`config.mk`:
```
export PLATFORM = sky130hd
export DESIGN_NAME = reset_interrupt_wait_control
export DESIGN_NICKNAME = d
export VERILOG_FILES = /design/src/hdl/prescale_watchdog.v /design/src/hdl/irq_arbiter.v /design/src/hdl/reset_interrupt_wait_control.v
export VERILOG_INCLUDE_DIRS = /design/src /design/src/include
export SDC_FILE = /design/constraint.sdc
export NUM_CORES = 1
export LEC_CHECK = 0
export BUFFER_PORTS_ARGS = -buffer_cell sky130_fd_sc_hd__buf_2
export CAP_MARGIN = 25
export CORE_MARGIN = 2
export CORE_UTILIZATION = 35
export CTS_BUF_LIST = sky130_fd_sc_hd__clkbuf_4 sky130_fd_sc_hd__clkbuf_8
export DETAILED_ROUTE_END_ITERATION = 10
export SYNTH_ARGS = -nofsm -noshare
export SYNTH_HDL_FRONTEND = slang
export SYNTH_SLANG_ARGS = --single-unit
```
`constraint.sdc`:
```
create_clock -name sys_clk -period 3.1 [get_ports sys_clk]
set_input_delay 0.93 -clock sys_clk [delete_from_list [all_inputs] [get_ports sys_clk]]
set_output_delay 0.93 -clock sys_clk [all_outputs]
set_load 0.005 [all_outputs]
```
`src/include/reset_wait_defines.vh`:
```
// Constants for the reset, interrupt and wait control block
`ifndef RESET_WAIT_DEFINES_VH
`define RESET_WAIT_DEFINES_VH

// ----------------------------------------------------------------
// Addresses
// ----------------------------------------------------------------
`define WDOG_SERVICE_ADDR 16'hffff

// ----------------------------------------------------------------
// Reset cause bit positions
// ----------------------------------------------------------------
`define CAUSE_POR 7
`define CAUSE_PIN 6
`define CAUSE_WDOG 5
`define CAUSE_ILLEGAL_OPCODE_FLAG 4
`define CAUSE_ILLEGAL_ADDRESS_FLAG 3
`define CAUSE_LVI 1
`define CAUSE_POR_VALUE 8'h80

// ----------------------------------------------------------------
// Prescaler and reset timing, in crystal cycles
// ----------------------------------------------------------------
`define PRESCALE_WIDTH 13
`define PRESCALE_KEEP_BITS 4
`define PIN_LOW_CYCLES 32
`define INTERNAL_RESET_SIGNAL_EXTRA_CYCLES 32
`define LONG_RESET_CYCLES 4096
`define LONG_RELEASE_CYCLES 64
`define STOP_OPCODE 8'h8e

`endif

```
`src/hdl/prescale_watchdog.v`:
```
// Prescale counter and watchdog counter
`timescale 1ns/1ps
`include "reset_wait_defines.vh"
module prescale_watchdog #(
    parameter WDOG_WIDTH = 6
) (
    input wire sys_clk,
    input wire rst,
    input wire xclk_fall,
    input wire clear_all,
    input wire service,
    input wire wdog_enable,
    output reg [`PRESCALE_WIDTH-1:0] prescale_q,
    output reg wdog_overflow_q
);
    reg [WDOG_WIDTH-1:0] wdog_q;
    wire prescale_carry;

    // --------------------------------------------------------------
    // Prescaler
    // --------------------------------------------------------------
    assign prescale_carry = xclk_fall && (&prescale_q);

    // Internal resets clear it; pin reset never reaches here
    always @(posedge sys_clk) begin
        if (rst || clear_all) begin
            prescale_q <= {`PRESCALE_WIDTH{1'b0}};
        end else if (service) begin
            prescale_q <= {{(`PRESCALE_WIDTH-`PRESCALE_KEEP_BITS){1'b0}},
                prescale_q[`PRESCALE_KEEP_BITS-1:0] + {{(`PRESCALE_KEEP_BITS-1){1'b0}}, xclk_fall}};
        end else if (xclk_fall) begin
            prescale_q <= prescale_q + {{(`PRESCALE_WIDTH-1){1'b0}}, 1'b1};
        end
    end

    // --------------------------------------------------------------
    // Watchdog counter, stepped by prescaler overflow
    // --------------------------------------------------------------
    always @(posedge sys_clk) begin
        if (rst || clear_all || service || !wdog_enable) begin
            wdog_q <= {WDOG_WIDTH{1'b0}};
            wdog_overflow_q <= 1'b0;
        end else if (prescale_carry) begin
            wdog_q <= wdog_q + {{(WDOG_WIDTH-1){1'b0}}, 1'b1};
            wdog_overflow_q <= &wdog_q;
        end else begin
            wdog_overflow_q <= 1'b0;
        end
    end
endmodule // prescale_watchdog

```
`src/hdl/irq_arbiter.v`:
```
// Interrupt latch and priority arbiter
`timescale 1ns/1ps
module irq_arbiter #(
    parameter N_IRQ = 8,
    parameter VEC_WIDTH = 3
) (
    input wire sys_clk,
    input wire rst,
    input wire [N_IRQ-1:0] irq_pending,
    input wire [N_IRQ-1:0] irq_enable,
    input wire allow,
    input wire serviced,
    input wire mask_bit,
    output reg latched_q,
    output reg [VEC_WIDTH-1:0] vector_q
);
    wire [N_IRQ-1:0] live;
    reg [VEC_WIDTH-1:0] pick;
    reg found;
    integer i;
    reg mask_prev_q;

    assign live = irq_pending & irq_enable;

    // Lowest index wins; scan from top so the lowest overwrites
    always @* begin
        pick = {VEC_WIDTH{1'b0}};
        found = 1'b0;
        for (i = N_IRQ - 1; i >= 0; i = i - 1) begin
            if (live[i]) begin
                pick = i[VEC_WIDTH-1:0];
                found = 1'b1;
            end
        end
    end

    // Latched choice holds until serviced or the mask falls; the mask is already clear at latch time
    always @(posedge sys_clk) begin
        mask_prev_q <= rst || mask_bit;
        if (rst) begin
            latched_q <= 1'b0;
            vector_q <= {VEC_WIDTH{1'b0}};
        end else if (latched_q) begin
            if (serviced || (mask_prev_q && !mask_bit)) begin
                latched_q <= 1'b0;
            end
        end else if (allow && found) begin
            latched_q <= 1'b1;
            vector_q <= pick;
        end
    end
endmodule // irq_arbiter

```
`src/hdl/reset_interrupt_wait_control.v`:
```
// Reset sources, interrupt control, break flag protection and wait mode
`timescale 1ns/1ps
`include "reset_wait_defines.vh"
module reset_interrupt_wait_control #(
    parameter N_IRQ = 8,
    parameter VEC_WIDTH = 3,
    parameter WDOG_WIDTH = 6,
    parameter LONG_RESET_CYCLES = `LONG_RESET_CYCLES
) (
    input wire sys_clk,
    input wire rst,
    input wire xclk,
    input wire power_on_reset_signal,
    input wire low_voltage_in,
    input wire reset_pin_in,
    output wire reset_pin_out,
    output wire reset_pin_oe_n,
    input wire reset_pin_high_voltage,
    input wire interrupt_programming_pin_high_voltage,
    input wire monitor_mode,
    input wire break_state,
    input wire watchdog_disable_bit,
    input wire [15:0] cpu_addr,
    input wire cpu_write,
    input wire cpu_read,
    input wire opcode_fetch,
    input wire [7:0] cpu_opcode,
    input wire illegal_opcode_decode,
    input wire addr_is_memory,
    input wire instr_boundary,
    input wire rti_done,
    input wire cpu_mask_bit,
    input wire swi_exec,
    input wire wait_exec,
    input wire irq_serviced,
    input wire [N_IRQ-1:0] irq_pending,
    input wire [N_IRQ-1:0] irq_enable,
    input wire cause_read,
    input wire break_clear_enable,
    input wire break_flag_clear_write,
    input wire flag_clear_request,
    output reg internal_reset_signal,
    output reg [7:0] reset_cause_status_register,
    output reg break_exited_wait_flag,
    output reg wait_mode,
    output wire cpu_clock_enable,
    output reg clear_mask,
    output reg irq_start,
    output reg stack_current_pc,
    output reg [VEC_WIDTH-1:0] irq_vector,
    output wire flag_clear_allowed,
    output wire watchdog_enabled
);
    // ----------------------------------------------------------------
    // Reset sequencer states
    // ----------------------------------------------------------------
    localparam ST_RUN = 2'd0;
    localparam ST_LONG = 2'd1;
    localparam ST_PIN = 2'd2;
    localparam ST_TAIL = 2'd3;
    localparam [12:0] LONG_LAST = LONG_RESET_CYCLES - 1;
    localparam [12:0] PIN_LAST = `PIN_LOW_CYCLES - 1;
    localparam [12:0] TAIL_LAST = `INTERNAL_RESET_SIGNAL_EXTRA_CYCLES - 1;
    localparam [12:0] LONG_TAIL_LAST = `LONG_RELEASE_CYCLES - 1;

    // ----------------------------------------------------------------
    // Pin synchronisers
    // ----------------------------------------------------------------
    reg [1:0] xclk_s, pin_s, hv_rst_s, hv_irq_s, lvi_s;
    reg xclk_prev_q;
    wire xclk_fall;

    // Pins come from outside, two stages before use
    always @(posedge sys_clk) begin
        if (rst) begin
            xclk_s <= 2'b00;
            pin_s <= 2'b11;
            hv_rst_s <= 2'b00;
            hv_irq_s <= 2'b00;
            lvi_s <= 2'b00;
            xclk_prev_q <= 1'b0;
        end else begin
            xclk_s <= {xclk_s[0], xclk};
            pin_s <= {pin_s[0], reset_pin_in};
            hv_rst_s <= {hv_rst_s[0], reset_pin_high_voltage};
            hv_irq_s <= {hv_irq_s[0], interrupt_programming_pin_high_voltage};
            lvi_s <= {lvi_s[0], low_voltage_in};
            xclk_prev_q <= xclk_s[1];
        end
    end

    assign xclk_fall = xclk_prev_q && !xclk_s[1];

    // ----------------------------------------------------------------
    // Watchdog enable
    // ----------------------------------------------------------------
    // Purely combinational so noise on a pin cannot latch a disable
    assign watchdog_enabled = !watchdog_disable_bit &&
        !(monitor_mode && (hv_rst_s[1] || hv_irq_s[1])) &&
        !(break_state && hv_rst_s[1]);

    // ----------------------------------------------------------------
    // Reset sources
    // ----------------------------------------------------------------
    reg [1:0] state_q;
    reg [12:0] count_q;
    reg long_q;
    reg pin_prev_q;
    wire wdog_overflow;
    wire [`PRESCALE_WIDTH-1:0] prescale;
    wire service;
    wire illegal_opcode_flag_event, illegal_address_flag_event, lvi_event, pin_event, any_internal;

    assign service = cpu_write && (cpu_addr == `WDOG_SERVICE_ADDR);
    assign illegal_opcode_flag_event = instr_boundary && (illegal_opcode_decode ||
        cpu_opcode == `STOP_OPCODE) && opcode_fetch;
    // Data reads are excluded by qualifying with opcode_fetch
    assign illegal_address_flag_event = opcode_fetch && cpu_read && !addr_is_memory;
    assign lvi_event = lvi_s[1];
    assign pin_event = pin_prev_q && !pin_s[1] && reset_pin_oe_n;
    // Sources start the sequence only from ST_RUN; low voltage is ranked above the rest and picks the long reset
    assign any_internal = wdog_overflow || illegal_opcode_flag_event || illegal_address_flag_event || lvi_event;

    prescale_watchdog #(
        .WDOG_WIDTH(WDOG_WIDTH)
    ) u_prescale (
        .sys_clk(sys_clk),
        .rst(rst),
        .xclk_fall(xclk_fall),
        .clear_all(any_internal && state_q == ST_RUN),
        .service(service),
        .wdog_enable(watchdog_enabled),
        .prescale_q(prescale),
        .wdog_overflow_q(wdog_overflow)
    );

    // ----------------------------------------------------------------
    // Reset sequencer, counts crystal falling edges
    // ----------------------------------------------------------------
    always @(posedge sys_clk) begin
        if (rst) begin
            state_q <= ST_LONG;
            count_q <= 13'h0000;
            long_q <= 1'b1;
            pin_prev_q <= 1'b1;
        end else begin
            pin_prev_q <= pin_s[1];
            case (state_q)
                ST_RUN: begin
                    count_q <= 13'h0000;
                    if (lvi_event) begin
                        state_q <= ST_LONG;
                        long_q <= 1'b1;
                    end else if (any_internal) begin
                        state_q <= ST_PIN;
                        long_q <= 1'b0;
                    end
                end
                ST_LONG: begin
                    if (xclk_fall) begin
                        if (count_q == LONG_LAST) begin
                            state_q <= ST_TAIL;
                            count_q <= 13'h0000;
                        end else begin
                            count_q <= count_q + 13'h0001;
                        end
                    end
                end
                ST_PIN: begin
                    if (xclk_fall) begin
                        if (count_q == PIN_LAST) begin
                            state_q <= ST_TAIL;
                            count_q <= 13'h0000;
                        end else begin
                            count_q <= count_q + 13'h0001;
                        end
                    end
                end
                default: begin
                    if (xclk_fall) begin
                        if (count_q == (long_q ? LONG_TAIL_LAST : TAIL_LAST)) begin
                            state_q <= ST_RUN;
                            count_q <= 13'h0000;
                        end else begin
                            count_q <= count_q + 13'h0001;
                        end
                    end
                end
            endcase
        end
    end

    // Open drain: enable low pulls the pin low
    assign reset_pin_out = 1'b0;
    assign reset_pin_oe_n = !(state_q == ST_LONG || state_q == ST_PIN);

    always @(posedge sys_clk) begin
        if (rst) begin
            internal_reset_signal <= 1'b1;
        end else begin
            internal_reset_signal <= (state_q != ST_RUN) || any_internal || !pin_s[1];
        end
    end

    // ----------------------------------------------------------------
    // Reset cause register
    // ----------------------------------------------------------------
    // A cause arriving with the read wins, so the read cannot lose that reason; causes are only recorded in ST_RUN
    always @(posedge sys_clk) begin
        if (rst || power_on_reset_signal) begin
            reset_cause_status_register <= `CAUSE_POR_VALUE;
        end else begin
            if (cause_read) begin
                reset_cause_status_register <= 8'h00;
            end
            if (state_q == ST_RUN && lvi_event) begin
                reset_cause_status_register[`CAUSE_LVI] <= 1'b1;
            end
            if (state_q == ST_RUN && wdog_overflow) begin
                reset_cause_status_register[`CAUSE_WDOG] <= 1'b1;
            end
            if (state_q == ST_RUN && illegal_opcode_flag_event) begin
                reset_cause_status_register[`CAUSE_ILLEGAL_OPCODE_FLAG] <= 1'b1;
            end
            if (state_q == ST_RUN && illegal_address_flag_event) begin
                reset_cause_status_register[`CAUSE_ILLEGAL_ADDRESS_FLAG] <= 1'b1;
            end
            if (state_q == ST_RUN && pin_event) begin
                reset_cause_status_register[`CAUSE_PIN] <= 1'b1;
            end
        end
    end

    // ----------------------------------------------------------------
    // Interrupts
    // ----------------------------------------------------------------
    wire latched;
    wire [VEC_WIDTH-1:0] vector;
    wire allow;

    assign allow = !internal_reset_signal && !cpu_mask_bit &&
        (instr_boundary || rti_done || wait_mode);

    irq_arbiter #(
        .N_IRQ(N_IRQ),
        .VEC_WIDTH(VEC_WIDTH)
    ) u_arbiter (
        .sys_clk(sys_clk),
        .rst(rst || internal_reset_signal),
        .irq_pending(irq_pending),
        .irq_enable(irq_enable),
        .allow(allow),
        .serviced(irq_serviced),
        .mask_bit(cpu_mask_bit),
        .latched_q(latched),
        .vector_q(vector)
    );

    reg latched_prev_q;

    // Start pulse on latch; software interrupt bypasses the mask
    always @(posedge sys_clk) begin
        if (rst || internal_reset_signal) begin
            latched_prev_q <= 1'b0;
            irq_start <= 1'b0;
            stack_current_pc <= 1'b0;
            irq_vector <= {VEC_WIDTH{1'b0}};
        end else begin
            latched_prev_q <= latched;
            irq_start <= (latched && !latched_prev_q) || swi_exec;
            stack_current_pc <= swi_exec;
            if (latched && !latched_prev_q) begin
                irq_vector <= vector;
            end
        end
    end

    // ----------------------------------------------------------------
    // Wait mode and break
    // ----------------------------------------------------------------
    always @(posedge sys_clk) begin
        if (rst || internal_reset_signal) begin
            wait_mode <= 1'b0;
            clear_mask <= 1'b0;
        end else begin
            clear_mask <= wait_exec;
            if (wait_exec) begin
                wait_mode <= 1'b1;
            end else if (latched || break_state) begin
                wait_mode <= 1'b0;
            end
        end
    end

    // Only CPU clocks stop; peripherals keep theirs
    assign cpu_clock_enable = !wait_mode;

    // Set wins over the software clear
    always @(posedge sys_clk) begin
        if (rst || internal_reset_signal) begin
            break_exited_wait_flag <= 1'b0;
        end else if (wait_mode && break_state) begin
            break_exited_wait_flag <= 1'b1;
        end else if (break_flag_clear_write) begin
            break_exited_wait_flag <= 1'b0;
        end
    end

    // Either clear step is gated in break, so a step taken before break still needs its partner
    assign flag_clear_allowed = flag_clear_request && (!break_state || break_clear_enable);
endmodule // reset_interrupt_wait_control

```
==> metrics list, run 1 <==
- The run finished with clean final reports.
- Measured along the y axis, the die boundary spans 98.82 um.
- Total Die Area: 0.009765 sq mm
- The share of the Yosys chip area taken by registers is 43.90%.
* Vias in the first global route: 2513
* Total of fill cells in the finished design: 851
- In this run the tightest slew margin relative to its limit is 49.70%.
- Counting flops with a built-in enable in the synthesized netlist gives 0.
- Path type of the worst min-delay path: reg -> reg
* Area used by multi-input combinational logic: 0.001647 sq mm
- Clock tree sinks: 69
- Final count of hold timing violations: 0
* Combined area of all synthesized cells: 0.003147 sq mm
- CTS max path bufs: 2
- Maximum number of pins on one net before global-route repair: 28
* Wire length of the first global-routing pass: 10930 um
- Min Clock Period, post-route: 2442 ps
* Drt initial violations: 72
* Post-route DRC: 0
- Cell types with the largest area share after synthesis: dfxtp_1, nor2_1, xor2_1, ha_1, xnor2_1
- After global routing the overflow that remains totals 0.
* Num CTS Buffers: 9
- The count of nets left with antenna violations once routing finished came out at 0.
- The clock arrives with 13.78 ps of skew.
* Period utilization: 78.77%
- Delay-heaviest family, CP: simple AND/OR/NAND/NOR gates
* Worst-path clk slew: 70 ps
- For the final routed database, the setup TNS stands at 0 ps.
- Final core utilization: 43.97%
- DRT Wirelength: 6623 um
- In this run, post-CTS repair resized a total of 0 instances.
- Data on the critical path is required at its endpoint by 3340 ps.
- Initial core utilization: 36.08%
- The max-slew violation count is 0.
- Width of the die: 98.82 um
- TritonCTS built the clock tree.
- The number of setup buffers added after CTS is 0.
* Number of warnings issued by yosys: 0
* Area share of the largest cell type after synthesis: 43.90%
- CP max FO: 7
- The initialized floorplan defines 34 standard-cell rows.
- Highest clock rate: 409.5 MHz
- The post-route netlist has 25.91% of its cells at a drive strength greater than 1.
- Actual transition at the worst max-transition pin: 747.6 ps
* Post-detail-place hpwl: 4970 um
* DR vias/cell: 4.818
- The worst setup path is captured at a flop.
* Final weighted congestion in routability-driven placement: 0.8125
- Number of library cell types mapped by synthesis: 52
- Counting flops and latches in the post-synthesis netlist gives 69.
- Setup violations remaining at the end of the flow were counted as 0.
- Aggregate global-route resource usage: 13.55%
* Cell-by-cell trace of the critical path: buf_2 -> and4b_4 -> a211o_1 -> a21oi_4 -> a21oi_2 -> or4b_4 -> nor4_4
* Average detailed-routed wire length per instance: 12.09 um
* Crit path launch type: primary input
* Number of port buffers: 84
- Share of synthesized flip-flops with an asynchronous set or reset: 0%
- Number of top-level pins: 88
* Post-layout nets: 510
* Critical path's slowest cell: or4b_4
- Leakage power total: 1.649 nW
- Synthesized instance count: 352
* Critical Path AT: 2690 ps
* Area taken by flip-flops and latches: 0.001381 sq mm
* Slowest Stage Delay on Critical Path: 560 ps
* Syn_area_per_cell: 8.940 sq um
* Relative area change from synthesis to final layout: 21.87%
- Count of inserted antenna diode cells: 0
- The initial antenna violation count was 0.
- The final route contains 2640 vias.
* Clock latency of the later-clocked register in the worst-skew pair: 330 ps
- Main synth FF type: dfxtp_1
- Drt pass-1 iters: 4
* Cts-stage hold buffer count: 0
* Setup repair after global routing missed its margin: no
- Dividing total power by cell area gives a power density of 451.5 mW/mm^2.
* Max-capacitance violation count: 0
- The H-tree was split into 3 levels.
- Worst IR Drop VDD: 0.2515 mV
- The number of buffers and inverters on the critical path is 1.
- The floorplan step defined a core boundary enclosing 0.008721 sq mm.
- By startpoint and endpoint, the worst setup path is classified as in -> reg.
- CTS Root Buffer Type: clkbuf_8
- Summed over all instances, the cell type with the most area after synthesis is dfxtp_1.
[final timing paths]
kind / cells past startpoint / end / slack (ps) / start
worst max-delay path: 7 / u_prescale.wdog_overflow_q / 660 / cpu_opcode[1]
worst min-delay path: 1 / xclk_s[1] / 440 / xclk_s[0]
worst max register to register: 8 / count_q[11] / 860 / state_q[1]
worst min register to register: 1 / xclk_s[1] / 440 / xclk_s[0]
[final cells by class]
cell class                 count  share of cell area, %
clock buffer                  11                  3.785
clock inverter                 5                  1.305
sequential                    69                  36.02
inverter                      13                  1.272
multi-input combinational    257                  42.94
tap                          108                  3.524
timing repair buffer          85                  11.16
[cell usage after synthesis, types with 2 or more instances]
cell type / count
a211o_1: 2
a211oi_1: 4
a21oi_1: 14
a22o_1: 2
a22oi_1: 7
and2_1: 3
and3_1: 5
buf_2: 2
buf_4: 3
clkbuf_1: 9
dfxtp_1: 69
ha_1: 9
inv_1: 13
mux2i_1: 8
nand2_1: 22
nand2b_1: 5
nand3_1: 7
nand4_1: 13
nand4b_1: 3
nor2_1: 55
nor2b_1: 12
nor3_1: 10
nor3b_1: 3
nor4_1: 3
o21ai_0: 6
o31ai_1: 3
or2_2: 6
or3_1: 4
xnor2_1: 12
xor2_1: 16
[per-layer routing]
metal	up-vias	global-route usage, %	wire, um
met5	-	0	0
met4	0	6.006	93
met3	7	2.766	336
met2	65	22.35	2903
met1	1193	17.12	3289
li1	1375	-	-
[logic make-up (layout without fill, tap and decap cells)]
| family | Yosys count | after routing | share of synthesized area [%] |
|---|---|---|---|
| multiplexers | 8 | 8 | 2.545 |
| adder cells (fa/ha/maj) | 9 | 9 | 3.579 |
| other | 1 | 3 | 0.1192 |
| flip-flops | 69 | 69 | 43.90 |
| AO/OA/AOI/OAI | 49 | 49 | 11.21 |
| AND/OR/NAND/NOR | 160 | 160 | 26.84 |
| buffers and inverters | 28 | 114 | 4.016 |
| XOR/XNOR | 28 | 28 | 7.793 |
[worst register-to-register path: cells and delay by family (launching register included)]
kind | cells | cell delay [ps]
xor gates and xnor gates | 1 | 150
adders and majority gates | 1 | 430
buffers and inverters | 1 | 100
DFF | 1 | 340
and+or+nand+nor | 5 | 1080
[cell usage in the layout, fill, tap and decap left out, types with 8 or more instances in the layout]
master / count
buf_2: 84
dfxtp_1: 69
nor2_1: 55
nand2_1: 22
xor2_1: 16
a21oi_1: 14
inv_1: 13
nand4_1: 13
nor2b_1: 12
xnor2_1: 12
nor3_1: 10
clkbuf_8: 10
ha_1: 9
mux2i_1: 8
[stage by stage]
stage          hold slack (ps)  setup slack [ps]  cells  power, mW  instance area (sq um)
3_5_place_dp             422.0             303.5    532      1.033                   3640
4_1_cts                  438.3             646.7    548      1.750                   3835
6_report                 435.2             658.1    548      1.731                   3835
5_1_grt                  451.3             574.2    548      1.799                   3835
3_3_place_gp             417.9             325.7    532      1.031                   3640
2_1_floorplan            389.5             454.9    354     0.9782                   3154
[flip-flops by register name, indices dropped and copies added, names as in the netlist, 2 cells and up]
| name | cells |
|---|---|
| reset_cause_status_register | 6 |
| u_prescale.prescale_q | 13 |
| hv_rst_s | 2 |
| count_q | 13 |
| u_arbiter.vector_q | 3 |
| u_prescale.wdog_q | 6 |
| irq_vector | 3 |
| lvi_s | 2 |
| state_q | 2 |
| pin_s | 2 |
| xclk_s | 2 |
| hv_irq_s | 2 |
[where the power goes]
part	leakage [nW]	total [mW]	switching, mW	internal [mW]
combinational	0.984	0.111	0.0545	0.0566
sequential	0.559	0.901	0.00572	0.895
clock	0.106	0.719	0.322	0.397
total	1.65	1.73	0.382	1.35
Power figures use the tool's default switching activity.
==> run 2: changes to the inputs <==
--- a/config.mk
+++ b/config.mk
@@ -6,6 +6,7 @@
 export SDC_FILE = /design/constraint.sdc
 export NUM_CORES = 1
 export LEC_CHECK = 0
+export ABC_AREA = 1
 export BUFFER_PORTS_ARGS = -buffer_cell sky130_fd_sc_hd__buf_2
 export CAP_MARGIN = 25
 export CORE_MARGIN = 2
==> constraint.sdc (replaced) <==
create_clock -name sys_clk -period 2.35 [get_ports sys_clk]
set_input_delay 0.705 -clock sys_clk [delete_from_list [all_inputs] [get_ports sys_clk]]
set_output_delay 0.705 -clock sys_clk [all_outputs]
set_load 0.005 [all_outputs]
==> run 2 against run 1 <==
Effect of this change: largest cell class unchanged; largest power group unchanged; global-route usage grew 1.9 points; power grew 44%; highest routed layer unchanged; sequential share of layout area shrank 2.8 points; count of clock-buffer cells in the layout down 1.
==> metrics list, run 2 <==
- The count of TritonRoute iterations in the first routing pass came to 4 (unchanged).
- Num CTS Buffers: 9 (unchanged)
- The initial antenna violation count is 0 (unchanged).
* Start point of the worst min-delay path: hv_irq_s[0]
- The final cell utilization of the core came to 44.81% (+0.84 points).
- The post-CTS setup buffer count is 0 (unchanged).
* Fraction of final layout cells with drive strength greater than 1: 22.86% (-3.0 points)
- The routed length per instance came to 10.42 um (-14%).
- The synthesized instance count was 476 (+35%).
- Number of top-level pins: 88 (unchanged)
- The number of distinct library cell variants in the gate-level netlist after synthesis was 38 (-27%).
* Number of port buffers: 84 (unchanged)
- Yosys attributes the largest share of cell area to dfxtp_1, nand2_1, nor2_1, inv_1, nand3_1.
- Wire length of the first global-routing pass: 13040 um (+19%)
* Share of synthesized flip-flops with an asynchronous set or reset: 0% (unchanged)
* Clock tree sinks: 69 (unchanged)
- DRT Wirelength: 7317 um (+10%)
- The die height came to 102.0 um (+3.2%).
- Global-route congestion overflow total: 0 (unchanged)
- Count of inserted antenna diode cells: 0 (unchanged)
* Path type of the worst min-delay path: reg -> reg
- Number of cells on the worst reg-to-reg path: 10 (+2)
- Most used standard cell by instance count after synthesis: nand2_1
- Based on the critical path, the design can be clocked at up to 482.3 MHz.
* Main synth FF type: dfxtp_1
* Final setup violation count: 0 (unchanged)
* DR vias/cell: 4.577 (-5.0%)
* Post-detail-place hpwl: 5792 um (+17%)
* CTS Root Buffer Type: clkbuf_8
- The violation count after the first detailed-routing iteration is 110 (+53%).
* Post-route DRC: 0 (unchanged)
- The number of enable flip-flop cells after synthesis was 0 (unchanged).
- The largest total area in the synthesized netlist belongs to dfxtp_1.
- The critical path in this run is classified as reg -> out.
- Data required time at the worst endpoint: 1640 ps (-1700 ps)
* Critical Path AT: 1370 ps (-1320 ps)
- Vias in the first global route: 3156 (+26%)
* Post-layout nets: 643 (+26%)
- Most common cell after layout, fill and taps aside: nand2_1
* Width of the die: 102.0 um (+3.2%)
- The post-synthesis sequential area ratio was 41.09% (-2.8 points).
* Final count of hold timing violations: 0 (unchanged)
- Min Clock Period, post-route: 2073 ps
* Setup Skew: 7.447 ps (-6.336 ps)
- Clock latency of the later-clocked register in the worst-skew pair: 340 ps (about the same)
* Setup Total Neg Slack: 0 ps (unchanged)
* Cells resized by post-CTS repair: 0 (unchanged)
- The max-slew violation count was 0 (unchanged).
- Initial core utilization: 36.21% (+0.13 points)
- Seq cells post-synth: 69 (unchanged)
- The cell area after synthesis came to 0.003362 sq mm (+6.8%).
* Total number of vias: 3213 (+22%)
- Number of warnings issued by yosys: 0 (unchanged)
- Worst reg2reg path endpoint: count_q[11]
- Result of the run: complete, no violations
* CP max FO: 4 (-3)
* CTS max path bufs: 2 (unchanged)
* Leakage power total: 1.857 nW (+13%)
- The row count is 35 (+2.9%).
* Commonest cells after routing, fill and taps aside: nand2_1, buf_2, nor2_1
- Period utilization: 88.22%
* Setup repair after global routing missed its margin: no
* Final weighted congestion in routability-driven placement: 0.8051 (-0.91%)
* R2R Path Start: state_q[0]
* Crit path launch type: flop
- The core region area was 0.009284 sq mm (+6.5%).
- Cts-stage hold buffer count: 0 (unchanged)
- H-tree levels: 3 (unchanged)
- Worst IR Drop VDD: 0.3378 mV (+34%)
- Hold Path Depth: 2 (+1)
- The cell area reported after detailed placement was 0.003913 sq mm (+7.5%).
- Total Die Area: 0.01041 sq mm (+6.6%)
- TritonCTS built the clock tree.
* Leading post-synthesis cells by instance count: nand2_1, nor2_1, dfxtp_1, inv_1, nand3_1
- Post-DRT Antenna Nets: 0 (unchanged)
- Reg-to-reg setup timing slack: 330 ps (-530 ps)
- Syn_area_per_cell: 7.063 sq um (-21%)
* Finished layout cell area: 0.004160 sq mm (+8.5%)
- The aggregate global-route resource usage is 15.49% (+1.9 points).
- Area share of the largest cell type after synthesis: 41.09% (-2.8 points)
- Nature of the critical path endpoint: output pin
- Relative area change from synthesis to final layout: 23.74%
* Hold endpoint: hv_irq_s[1]
* Pwr Density: 601.2 mW/mm^2 (+33%)
- Pre-CTS setup slack: 303.1 ps (-0.3850 ps)
- The maximum number of pins on one net before global-route repair was 15 (-46%).
- The minimum hold slack was 407.1 ps (-28.16 ps).
* Worst-path clk slew: 70 ps (about the same)
- Max-capacitance violation count: 0 (unchanged)
- Largest registers: count_q x13, u_prescale.prescale_q x13
- The smallest setup slack after layout was 276.8 ps (-381.3 ps).
[run 2: layout make-up]
class	instances	area, sq um
well taps	129	161.4
inverters	56	210.2
fillers	969	5124
multi-input cells	346	1724
clock inverters	6	110.1
clock buffers	10	137.6
flip-flops and latches	69	1381
repair buffers	86	435.4
[run 2: how the worst max path moves through the flow]
| stage | startpoint | end | slack (ps) | cells after the start |
|---|---|---|---|---|
| floorplan | monitor_mode | watchdog_enabled | 600 | 2 |
| global route | state_q[0] | count_q[3] | 80 | 9 |
| detailed placement | monitor_mode | watchdog_enabled | 300 | 5 |
| CTS | state_q[0] | reset_pin_oe_n | 260 | 4 |
| finish | state_q[0] | reset_pin_oe_n | 280 | 4 |
| global placement | monitor_mode | watchdog_enabled | 300 | 5 |
[run 2: critical path: stages, from the launching register on]
cell and delay, ps:
dfxtp_1 390, inv_1 80, ha_1 310, inv_1 120
buf_2 130
[run 2: cell families (layout without fill, tap and decap cells)]
kind of cell    count (synthesis)  count (layout)  synth area share, %
simple gates                  273             273                36.06
buf+inv                        63             158                7.852
flops                          69              69                41.09
other cells                     1               3               0.1115
compound gates                 47              47                7.890
xor+xnor                       14              14                3.647
fa+ha+maj                       9               9                3.350
[run 2: power by group]
part,internal (mW),switching (mW)
combinational,0.0672,0.0753
clock,0.731,0.441
sequential,1.18,0.00550
total,1.98,0.522
[run 2: routing by layer]
layer | track usage [%] | part of all wire [%] | up-vias
met1 | 17.94 | 45 | 1460
met5 | 0 | 0 | -
met2 | 27.83 | 50 | 56
li1 | - | - | 1690
met3 | 4.036 | 4.0 | 7
met4 | 5.026 | 1.4 | 0
[run 2: through the flow]
stage | power, mW | cells
finish | 2.501 | 702
global route | 2.605 | 702
CTS | 2.543 | 702
detailed placement | 1.357 | 686
global placement | 1.353 | 686
floorplan | 1.283 | 478
